<file path="config.mk">
export PLATFORM = sky130hd
export DESIGN_NAME = pmi_i2c_slave
export DESIGN_NICKNAME = d
export VERILOG_FILES = /design/src/include/pmi_pkg.sv /design/src/pmi_calc.sv /design/src/pmi_i2c_slave.sv
export SDC_FILE = /design/constraint.sdc
export NUM_CORES = 2
export LEC_CHECK = 0
export BUFFER_PORTS_ARGS = -buffer_cell sky130_fd_sc_hd__buf_4
export CAP_MARGIN = 20
export CORE_AREA = 2 2 283 229
export CTS_CLUSTER_SIZE = 16
export DETAILED_ROUTE_END_ITERATION = 10
export DIE_AREA = 0 0 285 231
export GPL_TIMING_DRIVEN = 0
export PLACE_DENSITY = 0.78
export SKIP_CTS_REPAIR_TIMING = 1
export SLEW_MARGIN = 30
export SYNTH_ARGS = -nofsm -noshare
export SYNTH_HDL_FRONTEND = slang
export SYNTH_HIERARCHICAL = 1
export SYNTH_SLANG_ARGS = --single-unit
export TNS_END_PERCENT = 100
</file>
<file path="constraint.sdc">
create_clock -name clk_in -period 71.9 [get_ports clk_in]
set_clock_uncertainty 0.05 [all_clocks]
set_input_delay 3.595 -clock clk_in [delete_from_list [all_inputs] [get_ports clk_in]]
set_output_delay 3.595 -clock clk_in [all_outputs]
set_load 0.005 [all_outputs]
</file>
<file path="src/include/pmi_pkg.sv">
// pmi_pkg: shared constants and types of the power monitor serial slave.
// assumes a 100 MHz system clock and a two-wire bus sampled by that clock.
package pmi_pkg;

    // register pointer values
    localparam logic [7:0]  PMI_REG_CONFIG  = 8'h00;
    localparam logic [7:0]  PMI_REG_SHUNT   = 8'h01;
    localparam logic [7:0]  PMI_REG_BUS     = 8'h02;
    localparam logic [7:0]  PMI_REG_POWER   = 8'h03;
    localparam logic [7:0]  PMI_REG_CURRENT = 8'h04;
    localparam logic [7:0]  PMI_REG_CAL     = 8'h05;

    // reset values
    localparam logic [15:0] PMI_CFG_RESET   = 16'h4127;
    localparam logic [15:0] PMI_ZERO16      = 16'h0000;

    // fixed upper address bits (100) and byte framing
    localparam logic [2:0]  PMI_ADDR_FIXED  = 3'h4;
    localparam logic [3:0]  PMI_BYTE_BITS   = 4'h8;
    localparam int          PMI_BUS_MSB     = 15;

    // arithmetic divisors
    localparam int          PMI_CUR_DIV     = 2048;
    localparam int          PMI_PWR_DIV     = 20000;

    // timing
    localparam int unsigned PMI_CLK_HZ      = 100_000_000;
    localparam int unsigned PMI_TOUT_MS     = 28;
    localparam int unsigned PMI_TOUT_CYCLES = (PMI_CLK_HZ / 1000) * PMI_TOUT_MS;

    // result bundle handed from the arithmetic to the slave
    typedef struct packed {
        logic [15:0] shunt;
        logic [15:0] bus;
        logic [15:0] power;
        logic [15:0] current;
    } pmi_results_t;

    typedef enum logic [2:0] {
        PMI_IDLE,
        PMI_ADDR,
        PMI_ADDR_ACK,
        PMI_RX,
        PMI_RX_ACK,
        PMI_TX,
        PMI_TX_ACK
    } pmi_state_t;

endpackage : pmi_pkg

</file>
<file path="src/pmi_calc.sv">
// pmi_calc: registered result arithmetic for current, bus voltage, power.
// assumes raw converter codes arrive on clk_in and calibration is stable.
`timescale 1ns/1ps
module pmi_calc
    import pmi_pkg::*;
(
    input  wire logic         clk_in,
    input  wire logic         sys_rst_in,
    input  wire logic [15:0]  shunt_code_in,
    input  wire logic [15:0]  bus_code_in,
    input  wire logic [15:0]  cal_in,
    output pmi_results_t      results_out
);

    pmi_results_t res_ff;
    pmi_results_t nxt_res;

    // signed division that keeps only the integer part
    function automatic logic signed [33:0] div_trunc(
        input logic signed [33:0] num,
        input logic signed [33:0] den
    );
        div_trunc = num / den;
    endfunction : div_trunc

    // next results, recomputed every cycle
    always_comb begin
        logic signed [33:0] cur_prod;
        logic signed [33:0] cur_mag;
        logic signed [33:0] pwr_prod;
        cur_prod = 34'sd0;
        cur_mag  = 34'sd0;
        pwr_prod = 34'sd0;
        nxt_res  = res_ff;
        nxt_res.shunt = shunt_code_in;
        nxt_res.bus   = {1'b0, bus_code_in[PMI_BUS_MSB-1:0]};
        cur_prod = 34'(signed'(shunt_code_in)) * 34'(signed'({1'b0, cal_in}));
        nxt_res.current = 16'(div_trunc(cur_prod, 34'(PMI_CUR_DIV)));
        // magnitude of current times bus code; the 20000 divisor
        // carries the fixed 25-step power weight
        cur_mag  = res_ff.current[15] ? -34'(signed'(res_ff.current))
                                      : 34'(signed'(res_ff.current));
        pwr_prod = cur_mag * 34'(signed'({1'b0, res_ff.bus}));
        nxt_res.power = 16'(div_trunc(pwr_prod, 34'(PMI_PWR_DIV)));
        if (cal_in == PMI_ZERO16) begin
            nxt_res.current = PMI_ZERO16;
            nxt_res.power   = PMI_ZERO16;
        end
    end

    // result registers
    always_ff @(posedge clk_in) begin
        if (sys_rst_in) begin
            res_ff <= '0;
        end else begin
            res_ff <= nxt_res;
        end
    end

    assign results_out = res_ff;
endmodule : pmi_calc

</file>
<file path="src/pmi_i2c_slave.sv">
// pmi_i2c_slave: two-wire slave front end with pointer and register file.
// assumes scl, sda and strap codes arrive asynchronously from pins and the
// converter codes arrive on clk_in; the bus pads resolve the enables.
`timescale 1ns/1ps
module pmi_i2c_slave
    import pmi_pkg::*;
#(
    parameter int unsigned TOUT_CYCLES = PMI_TOUT_CYCLES
)(
    input  wire logic         clk_in,
    input  wire logic         sys_rst_in,
    input  wire logic         scl_in,
    input  wire logic         sda_in,
    output logic              sda_out,
    output logic              sda_oe_n_out,
    output logic              scl_out,
    output logic              scl_oe_n_out,
    input  wire logic [1:0]   addr_strap_low_in,
    input  wire logic [1:0]   addr_strap_high_in,
    input  wire logic [15:0]  shunt_code_in,
    input  wire logic [15:0]  bus_code_in,
    output logic [15:0]       config_out
);

    localparam int TW = $clog2(TOUT_CYCLES + 1);

    // pin synchronisers, third stage only for edge detection
    logic        scl_s1_ff, scl_s2_ff, scl_d_ff;
    logic        sda_s1_ff, sda_s2_ff, sda_d_ff;
    logic [1:0]  strap_lo_s1_ff, strap_lo_s2_ff;
    logic [1:0]  strap_hi_s1_ff, strap_hi_s2_ff;

    // protocol state
    pmi_state_t  state_ff, nxt_state;
    logic [3:0]  bit_cnt_ff, nxt_bit_cnt;
    logic [7:0]  shift_ff, nxt_shift;
    logic [1:0]  byte_idx_ff, nxt_byte_idx;
    logic        rw_ff, nxt_rw;
    logic        tx_low_ff, nxt_tx_low;
    logic        nack_ff, nxt_nack;
    logic        sda_oe_n_ff, nxt_sda_oe_n;
    logic [6:0]  addr_ff, nxt_addr;

    // register file
    logic [7:0]  ptr_ff, nxt_ptr;
    logic [7:0]  hold_hi_ff, nxt_hold_hi;
    logic [15:0] cfg_ff, nxt_cfg;
    logic [15:0] cal_ff, nxt_cal;

    // timeout
    logic [TW-1:0] tout_cnt_ff, nxt_tout_cnt;

    logic         scl_rise, scl_fall, start_det, stop_det, tout_hit, quiet;
    logic [15:0]  rd_word;
    pmi_results_t results;

    // read decode; unmapped pointers read zero
    function automatic logic [15:0] read_reg(
        input logic [7:0]   ptr,
        input logic [15:0]  cfg,
        input logic [15:0]  cal,
        input pmi_results_t r
    );
        unique case (ptr)
            PMI_REG_CONFIG:  read_reg = cfg;
            PMI_REG_SHUNT:   read_reg = r.shunt;
            PMI_REG_BUS:     read_reg = r.bus;
            PMI_REG_POWER:   read_reg = r.power;
            PMI_REG_CURRENT: read_reg = r.current;
            PMI_REG_CAL:     read_reg = cal;
            default:         read_reg = PMI_ZERO16;
        endcase
    endfunction : read_reg

    pmi_calc u_calc (
        .clk_in        (clk_in),
        .sys_rst_in    (sys_rst_in),
        .shunt_code_in (shunt_code_in),
        .bus_code_in   (bus_code_in),
        .cal_in        (cal_ff),
        .results_out   (results)
    );

    // two flops before any logic looks at a pin
    // fast sampling follows bus clocks up to 2.94 MHz
    always_ff @(posedge clk_in) begin
        if (sys_rst_in) begin
            scl_s1_ff      <= 1'b1;
            scl_s2_ff      <= 1'b1;
            scl_d_ff       <= 1'b1;
            sda_s1_ff      <= 1'b1;
            sda_s2_ff      <= 1'b1;
            sda_d_ff       <= 1'b1;
            strap_lo_s1_ff <= 2'h0;
            strap_lo_s2_ff <= 2'h0;
            strap_hi_s1_ff <= 2'h0;
            strap_hi_s2_ff <= 2'h0;
        end else begin
            scl_s1_ff      <= scl_in;
            scl_s2_ff      <= scl_s1_ff;
            scl_d_ff       <= scl_s2_ff;
            sda_s1_ff      <= sda_in;
            sda_s2_ff      <= sda_s1_ff;
            sda_d_ff       <= sda_s2_ff;
            strap_lo_s1_ff <= addr_strap_low_in;
            strap_lo_s2_ff <= strap_lo_s1_ff;
            strap_hi_s1_ff <= addr_strap_high_in;
            strap_hi_s2_ff <= strap_hi_s1_ff;
        end
    end

    // edges and framing
    assign scl_rise  = scl_s2_ff && !scl_d_ff;
    assign scl_fall  = !scl_s2_ff && scl_d_ff;
    assign start_det = scl_s2_ff && scl_d_ff && sda_d_ff && !sda_s2_ff;
    assign stop_det  = scl_s2_ff && scl_d_ff && !sda_d_ff && sda_s2_ff;
    assign tout_hit  = tout_cnt_ff == TW'(TOUT_CYCLES - 1);
    assign quiet     = !stop_det && !start_det && !tout_hit;
    assign rd_word   = read_reg(ptr_ff, cfg_ff, cal_ff, results);

    // stall timer, restarted by any clock edge or framing
    always_comb begin
        nxt_tout_cnt = tout_cnt_ff + TW'(1);
        if (state_ff == PMI_IDLE || scl_rise || scl_fall || start_det
                || tout_hit) begin
            nxt_tout_cnt = '0;
        end
    end

    always_ff @(posedge clk_in) begin
        if (sys_rst_in) begin
            tout_cnt_ff <= '0;
        end else begin
            tout_cnt_ff <= nxt_tout_cnt;
        end
    end

    // protocol engine; sda_oe_n low pulls the line low, high releases it
    always_comb begin
        nxt_state    = state_ff;
        nxt_bit_cnt  = bit_cnt_ff;
        nxt_shift    = shift_ff;
        nxt_byte_idx = byte_idx_ff;
        nxt_rw       = rw_ff;
        nxt_tx_low   = tx_low_ff;
        nxt_nack     = nack_ff;
        nxt_sda_oe_n = sda_oe_n_ff;
        nxt_addr     = addr_ff;
        nxt_ptr      = ptr_ff;
        nxt_hold_hi  = hold_hi_ff;
        nxt_cfg      = cfg_ff;
        nxt_cal      = cal_ff;
        if (stop_det) begin
            nxt_state    = PMI_IDLE;
            nxt_sda_oe_n = 1'b1;
        end else if (start_det) begin
            // straps taken at every start, also repeated ones
            // fixed three bits, then high and low strap codes
            nxt_addr     = {PMI_ADDR_FIXED[2:0], strap_hi_s2_ff,
                            strap_lo_s2_ff};
            nxt_state    = PMI_ADDR;
            nxt_bit_cnt  = 4'h0;
            nxt_byte_idx = 2'h0;
            nxt_sda_oe_n = 1'b1;
        end else if (tout_hit && state_ff != PMI_IDLE) begin
            nxt_state    = PMI_IDLE;
            nxt_sda_oe_n = 1'b1;
        end else if (scl_rise) begin
            // bits shifted in on rising clock
            if ((state_ff == PMI_ADDR || state_ff == PMI_RX)
                    && bit_cnt_ff != PMI_BYTE_BITS) begin
                nxt_shift   = {shift_ff[6:0], sda_s2_ff};
                nxt_bit_cnt = bit_cnt_ff + 4'h1;
            end else if (state_ff == PMI_TX_ACK) begin
                nxt_nack = sda_s2_ff;
            end
        end else if (scl_fall) begin
            unique case (state_ff)
                PMI_IDLE: begin
                end
                PMI_ADDR: begin
                    // eighth bit is direction, ack on ninth clock
                    if (bit_cnt_ff == PMI_BYTE_BITS) begin
                        if (shift_ff[7:1] == addr_ff) begin
                            nxt_rw       = shift_ff[0];
                            nxt_sda_oe_n = 1'b0;
                            nxt_state    = PMI_ADDR_ACK;
                        end else begin
                            nxt_state = PMI_IDLE;
                        end
                    end
                end
                PMI_ADDR_ACK: begin
                    nxt_bit_cnt = 4'h0;
                    if (rw_ff) begin
                        // high byte of the pointed register first
                        nxt_shift    = rd_word[15:8];
                        nxt_sda_oe_n = rd_word[15];
                        nxt_tx_low   = 1'b1;
                        nxt_bit_cnt  = 4'h1;
                        nxt_state    = PMI_TX;
                    end else begin
                        nxt_sda_oe_n = 1'b1;
                        nxt_state    = PMI_RX;
                    end
                end
                PMI_RX: begin
                    if (bit_cnt_ff == PMI_BYTE_BITS) begin
                        nxt_sda_oe_n = 1'b0;
                        nxt_state    = PMI_RX_ACK;
                        if (byte_idx_ff != 2'h3) begin
                            nxt_byte_idx = byte_idx_ff + 2'h1;
                        end
                        unique case (byte_idx_ff)
                            // pointer alone is a complete write
                            2'h0: nxt_ptr = shift_ff;
                            // high byte held until the low byte
                            2'h1: nxt_hold_hi = shift_ff;
                            2'h2: begin
                                // word lands in the pointed register if config or calibration, else dropped
                                if (ptr_ff == PMI_REG_CONFIG) begin
                                    nxt_cfg = {hold_hi_ff, shift_ff};
                                end
                                if (ptr_ff == PMI_REG_CAL) begin
                                    nxt_cal = {hold_hi_ff, shift_ff};
                                end
                            end
                            2'h3: begin
                            end
                        endcase
                    end
                end
                PMI_RX_ACK: begin
                    nxt_sda_oe_n = 1'b1;
                    nxt_bit_cnt  = 4'h0;
                    nxt_state    = PMI_RX;
                end
                PMI_TX: begin
                    if (bit_cnt_ff == PMI_BYTE_BITS) begin
                        nxt_sda_oe_n = 1'b1;
                        nxt_nack     = 1'b1;
                        nxt_state    = PMI_TX_ACK;
                    end else begin
                        nxt_shift    = {shift_ff[6:0], 1'b0};
                        nxt_sda_oe_n = shift_ff[6];
                        nxt_bit_cnt  = bit_cnt_ff + 4'h1;
                    end
                end
                PMI_TX_ACK: begin
                    if (nack_ff) begin
                        nxt_state = PMI_IDLE;
                    end else begin
                        nxt_shift    = tx_low_ff ? rd_word[7:0]
                                                 : rd_word[15:8];
                        nxt_sda_oe_n = tx_low_ff ? rd_word[7]
                                                 : rd_word[15];
                        nxt_tx_low   = !tx_low_ff;
                        nxt_bit_cnt  = 4'h1;
                        nxt_state    = PMI_TX;
                    end
                end
            endcase
        end
    end

    // protocol and register state; contents are volatile
    always_ff @(posedge clk_in) begin
        if (sys_rst_in) begin
            state_ff    <= PMI_IDLE;
            bit_cnt_ff  <= 4'h0;
            shift_ff    <= 8'h00;
            byte_idx_ff <= 2'h0;
            rw_ff       <= 1'b0;
            tx_low_ff   <= 1'b0;
            nack_ff     <= 1'b1;
            sda_oe_n_ff <= 1'b1;
            addr_ff     <= 7'h00;
            ptr_ff      <= PMI_REG_CONFIG;
            hold_hi_ff  <= 8'h00;
            cfg_ff      <= PMI_CFG_RESET;
            cal_ff      <= PMI_ZERO16;
        end else begin
            state_ff    <= nxt_state;
            bit_cnt_ff  <= nxt_bit_cnt;
            shift_ff    <= nxt_shift;
            byte_idx_ff <= nxt_byte_idx;
            rw_ff       <= nxt_rw;
            tx_low_ff   <= nxt_tx_low;
            nack_ff     <= nxt_nack;
            sda_oe_n_ff <= nxt_sda_oe_n;
            addr_ff     <= nxt_addr;
            ptr_ff      <= nxt_ptr;
            hold_hi_ff  <= nxt_hold_hi;
            cfg_ff      <= nxt_cfg;
            cal_ff      <= nxt_cal;
        end
    end

    // open-drain data only; the clock pin is never driven
    assign sda_out      = 1'b0;
    assign scl_out      = 1'b0;
    assign scl_oe_n_out = 1'b1;
    assign sda_oe_n_out = sda_oe_n_ff;
    assign config_out   = cfg_ff;
endmodule : pmi_i2c_slave

</file>
Yosys cells after proc, flatten, opt, wreduce, memory -nomap -nowiden
Cells that the tools add are included.
Widths: inputs -> output; s select.
- register bits: 174
- output and inout bits: 20
- add/sub/neg operators: 5
- multiply operators: 2
- div/mod/pow operators: 1
- eq/ne operators: 39
- mux-type cells: 54
- bitwise logic cells: 5
- reduce and logical (&&, ||, !) cells: 57
- operators by type and width (kind ; number):
    $pmux 16 s6 ; 1
    $mux 8 ; 7
    $reduce_and 8->1 ; 5
    $div 34x16->34 const B ; 1
    $mul 34x17->34 ; 1
    $mux 34 ; 1
    $neg 16->34 ; 1
    $mul 16x17->33 ; 1
    $mux 4 ; 7
    $reduce_and 9->1 ; 3
    $pmux 8 s3 ; 1
    $add 22x1->22 const B ; 1
    $eq 22x22->1 const B ; 1
    $reduce_and 7->1 ; 3
    $mux 1 ; 20
    $pmux 3 s6 ; 1
    $add 16x1->16 ; 1
    $eq 8x2->1 const B ; 2
    $eq 8x3->1 const B ; 2
    $logic_not 16->1 ; 1
    $mux 2 ; 8
    $ne 4x4->1 const B ; 4
    $pmux 4 s4 ; 1
    $reduce_bool 2->1 ; 8
    35 further kinds ; 81

Depth between registers and ports, before layout
- depth after elaboration: 8
- gate-level depth with buffers: 107
- mapped depth without buffers: 92

Cells and area by module
Netlist, hierarchy kept.
- by module, submodules not included (module ; instances ; cells each ; area each (µm²) ; seq. area each (µm²)):
    pmi_calc ; 1 ; 3956 ; 31879.3 ; 1261.2
    pmi_i2c_slave ; 1 ; 642 ; 5634.2 ; 2202.1

Worst setup path after synthesis
OpenSTA, ideal clock, no wires.
- path kind: register to register
- start point: reg u_calc.res_ff, in the netlist u_calc/results_out[0]
- end point: reg u_calc.res_ff, in the netlist u_calc/results_out[16]
- setup time: 67 ps
- arrival time: 23117 ps
- required time: 71783 ps
- path slack: 48666 ps
- cell stages (with the launch flop): 98
- buffers on the path: 11
- path through: dfxtp_1 -> clkbuf_1 -> inv_1 -> ha_1 -> nand2_1 -> or4_1 -> o41ai_1 -> xnor2_1 -> clkbuf_1 -> and2_1 -> fa_1 -> inv_1 -> fa_1 -> fa_1 -> inv_1 -> fa_1 -> fa_1 -> inv_1 -> [62 not listed] -> xnor2_2 -> nor3b_4 -> or3_1 -> a21oi_1 -> a311oi_1 -> o21ai_2 -> a21oi_1 -> o21a_1 -> or3_1 -> a31o_1 -> a21oi_1 -> or2_1 -> buf_4 -> a221oi_2 -> o221ai_2 -> o311ai_1 -> and3_1 -> nor2_1
- word-level cells in the longest chain between the ends: 4
- RTL lines (item ; line ; source):
    start, declared ; pmi_calc.sv:15 ; pmi_results_t res_ff;
    start signal, assigned ; pmi_calc.sv:56 ; res_ff <= nxt_res;
    $neg 16->34 ; pmi_calc.sv:41 ; cur_mag = res_ff.current[15] ? -34'(signed'(res_ff.current))
    $mux 34 (*) ; pmi_calc.sv:41 ;
    $mul 34x17->34 (*) ; pmi_calc.sv:43 ; pwr_prod = cur_mag * 34'(signed'({1'b0, res_ff.bus}));
    $div 34x16->34 (*) ; pmi_calc.sv:23 ; div_trunc = num / den;
Mark *: on every way between the ends. The rest lies on a longest branch, timed or not.
A chain may end at the register's enable or synchronous reset.

Worst setup path in the final report
Ends and elaborated chain as after synthesis.

==> impl_metrics.toml <==
[logic_synthesis]
yosys.area_share.adder_pct = 34.73
async_reset_ff_share_pct = 0
synth-simple-area-share_pct = 21.72
synth-main-ff-cell = "dfxtp_1"
synth_xor_area_share_pct = 4.943
synth_top_family_by_area = "adder cells"
synth_edf_count = 0
ys_warn_count = 6
synth.area.mux_share_pct = 3.652
synth.distinct_cells = 143
netlist_area_um2 = 37510
yosysSeqAreaShare_pct = 9.232
synth_compound_area_share_pct = 16.28
ys_ff_latch = 173
synth.avg_cell_area_um2 = 8.159
syn_inst = 4598

[clock_network]
insertion_delay_ns = 0.45
clk_path_buf_depth = 2
clk_pin_slew_worst_paths_ns = 0.08
clock-sinks = 173
numCtsBuffers = 17
clock-root-buffer = "clkbuf_16"
htree_num_levels = 4
cts_tree = "built"

[detailed_routing]
drc = 0
viasPerCell = 5.956
routed_wl_mm = 103.4
drtAntennaViolNets = 0
dr_total_vias = 33820
drt_iter0_drc = 3289
firstDrtPassIters = 7
post_drt_wl_per_cell_um = 18.21

[flow_run]
maxCapViolCount = 0

[critical_path]
worstPathArrival_ns = 28.81
startpoint_type = "flop"
crit_path_end_kind = "flop"
slowest_stage = "mux2i_1"
crit_required_ns = 72.24
crit_path_max_incr_delay_ns = 0.67
crit_fanout = 10
reg2reg_setup_slack_ns = 43.43
critPathKind = "reg -> reg"

[sta]
max_freq_mhz = 35.13
tightest_slew_ns = 1.050
final.setup.tns_ns = 0
rsz0062_at_grt = "false"
finalCritPeriodShare_pct = 39.59
drv_slew = 0
min_period_ns = 28.47
setup_viol = 0
slew_headroom_pct = 29.48
finalHoldViolations = 0

[final_layout]
layout.filler_cells = 5593
nets = 5586
n_antenna_cell = 0
multiInputGateArea_um2 = 31120
seqCellArea_um2 = 3463
area_growth_pct = 7.054
drive_gt1_share_pct = 5.820

[die]
die_area_um2 = 65840
start_util_pct = 59.22
core_um2 = 63350
num_rows = 83
fp.dieW_um = 285
dieHeight_um = 231
io_pins = 60

[hold_path]
hp-class = "reg -> reg"

[placed_design]
portBuffers = 47
hpwl_mm = 84.57
place_congestion = 0.9805

[global_routing]
grt_pass1_wl_mm = 170.7
grt_max_degree = 22
grt_usage_pct = 31.93
grt-ovfl-total = 0
antenna_found_initial = 2
grt_pass1_vias = 32460

[run_status]
status = "finished clean"
## cells in the final DEF (no fill, tap or decap), types with 43 or more instances in the layout
cell      count
clkbuf_1    146
o21ai_0     122
nand2b_1     45
a21oi_1     182
mux2i_1      80
nor3_1       56
nor2b_1      66
inv_1       724
xnor2_1     146
conb_1      154
or3_1        51
dfxtp_1     173
a211oi_1     44
nand2_1     502
fa_1        509
nor2_1      279
xor2_1       60
nand3_1     102
nand4_1      43
and2_1      250
buf_4        57
ha_1        222
## through the flow
stage / instance area, µm² / instances / hold WS, ns / util, % / setup WS [ns]
after global placement: 39490 / 5645 / 0.3437 / 62.34 / 43.87
after detailed placement: 39510 / 5646 / 0.3535 / 62.37 / 44.17
final: 40160 / 5678 / 0.3667 / 63.40 / 43.43
after CTS: 40140 / 5678 / 0.3712 / 63.36 / 44.03
after floorplan: 38080 / 4748 / 0.3395 / - / 48.67
after global routing: 40160 / 5678 / 0.3743 / 63.40 / 41.54
## flip-flops by register name (all words and copies together) (netlist names), 4 cells and up
signal / count
hold_hi_ff: 8
config_out: 16
addr_ff: 5
ptr_ff: 8
bit_cnt_ff: 4
tout_cnt_ff: 22
shift_ff: 8
u_calc/results_out: 63
cal_ff: 16
## worst paths after layout
| check | startpoint | end | cells after the start |
|---|---|---|---|
| min | scl_s1_ff | scl_s2_ff | 1 |
| min reg2reg | scl_s1_ff | scl_s2_ff | 1 |
| max | u_calc/results_out[0] | u_calc/results_out[16] | 95 |
| max reg2reg | u_calc/results_out[0] | u_calc/results_out[16] | 95 |
## per-layer routing
layer | vias up | part of all wire (%) | track usage (%)
li1 | 15620 | - | -
met3 | 181 | 11 | 7.085
met1 | 16470 | 45 | 46.83
met5 | - | 0.011 | 0
met4 | 2 | 2.3 | 7.248
met2 | 1547 | 43 | 48.05
## cell usage after synthesis (19+ instances only)
cell type	n	share of area, %
mux2i_1	80	2.1
nor2_1	279	2.8
inv_1	724	7.2
o31ai_1	33	0.66
nand3_1	102	1.4
clkbuf_1	146	1.5
nor3_1	56	0.75
ha_1	222	7.4
nand4_1	43	0.72
o21ai_1	26	0.35
dfxtp_1	173	9.2
a21oi_1	182	2.4
o21ai_0	122	1.6
o21bai_1	19	0.38
xor2_1	60	1.4
nor4_1	35	0.58
nand3b_1	19	0.38
or2_2	22	0.37
o22ai_1	25	0.42
and3_1	39	0.65
a211oi_1	44	0.88
buf_2	22	0.29
xnor2_1	148	3.5
and2_1	250	4.2
o21a_1	24	0.48
fa_1	509	27
a31oi_1	35	0.58
nand2_1	502	5.0
o211ai_1	26	0.52
nor2b_1	66	1.1
a21o_1	41	0.82
nand2b_1	45	0.75
or3_1	51	0.85
## kinds of logic (layout without fill, tap and decap cells)
logic type	after synthesis	after routing
buf+inv	915	995
compound gates	843	843
other cells	4	154
flops	173	173
xor+xnor	210	210
simple gates	1601	1601
fa+ha+maj	737	737
mux	115	115
## final cells by class
class	count	share of cell area [%]
plain buffers	190	2.006
repair buffers	48	0.8973
well taps	850	2.648
multi-input cells	3660	77.49
inverters	725	6.776
flip-flops and latches	173	8.624
clock inverters	15	0.4985
clock buffers	17	1.059
## worst max-delay path, delay by kind of cell, from the launching register on
| family | cells | cell delay [ns] |
|---|---|---|
| AOI/OAI and AO/OA | 43 | 13.42 |
| xor gates and xnor gates | 5 | 1.93 |
| adders and majority gates | 8 | 3.36 |
| buffers and inverters | 14 | 2.60 |
| DFF | 1 | 0.32 |
| muxes | 5 | 2.30 |
| and+or+nand+nor | 20 | 4.36 |
Power is left out: the tool's default activity adds up to more than one toggle a clock period on the data nets, which glitch-free logic cannot reach.
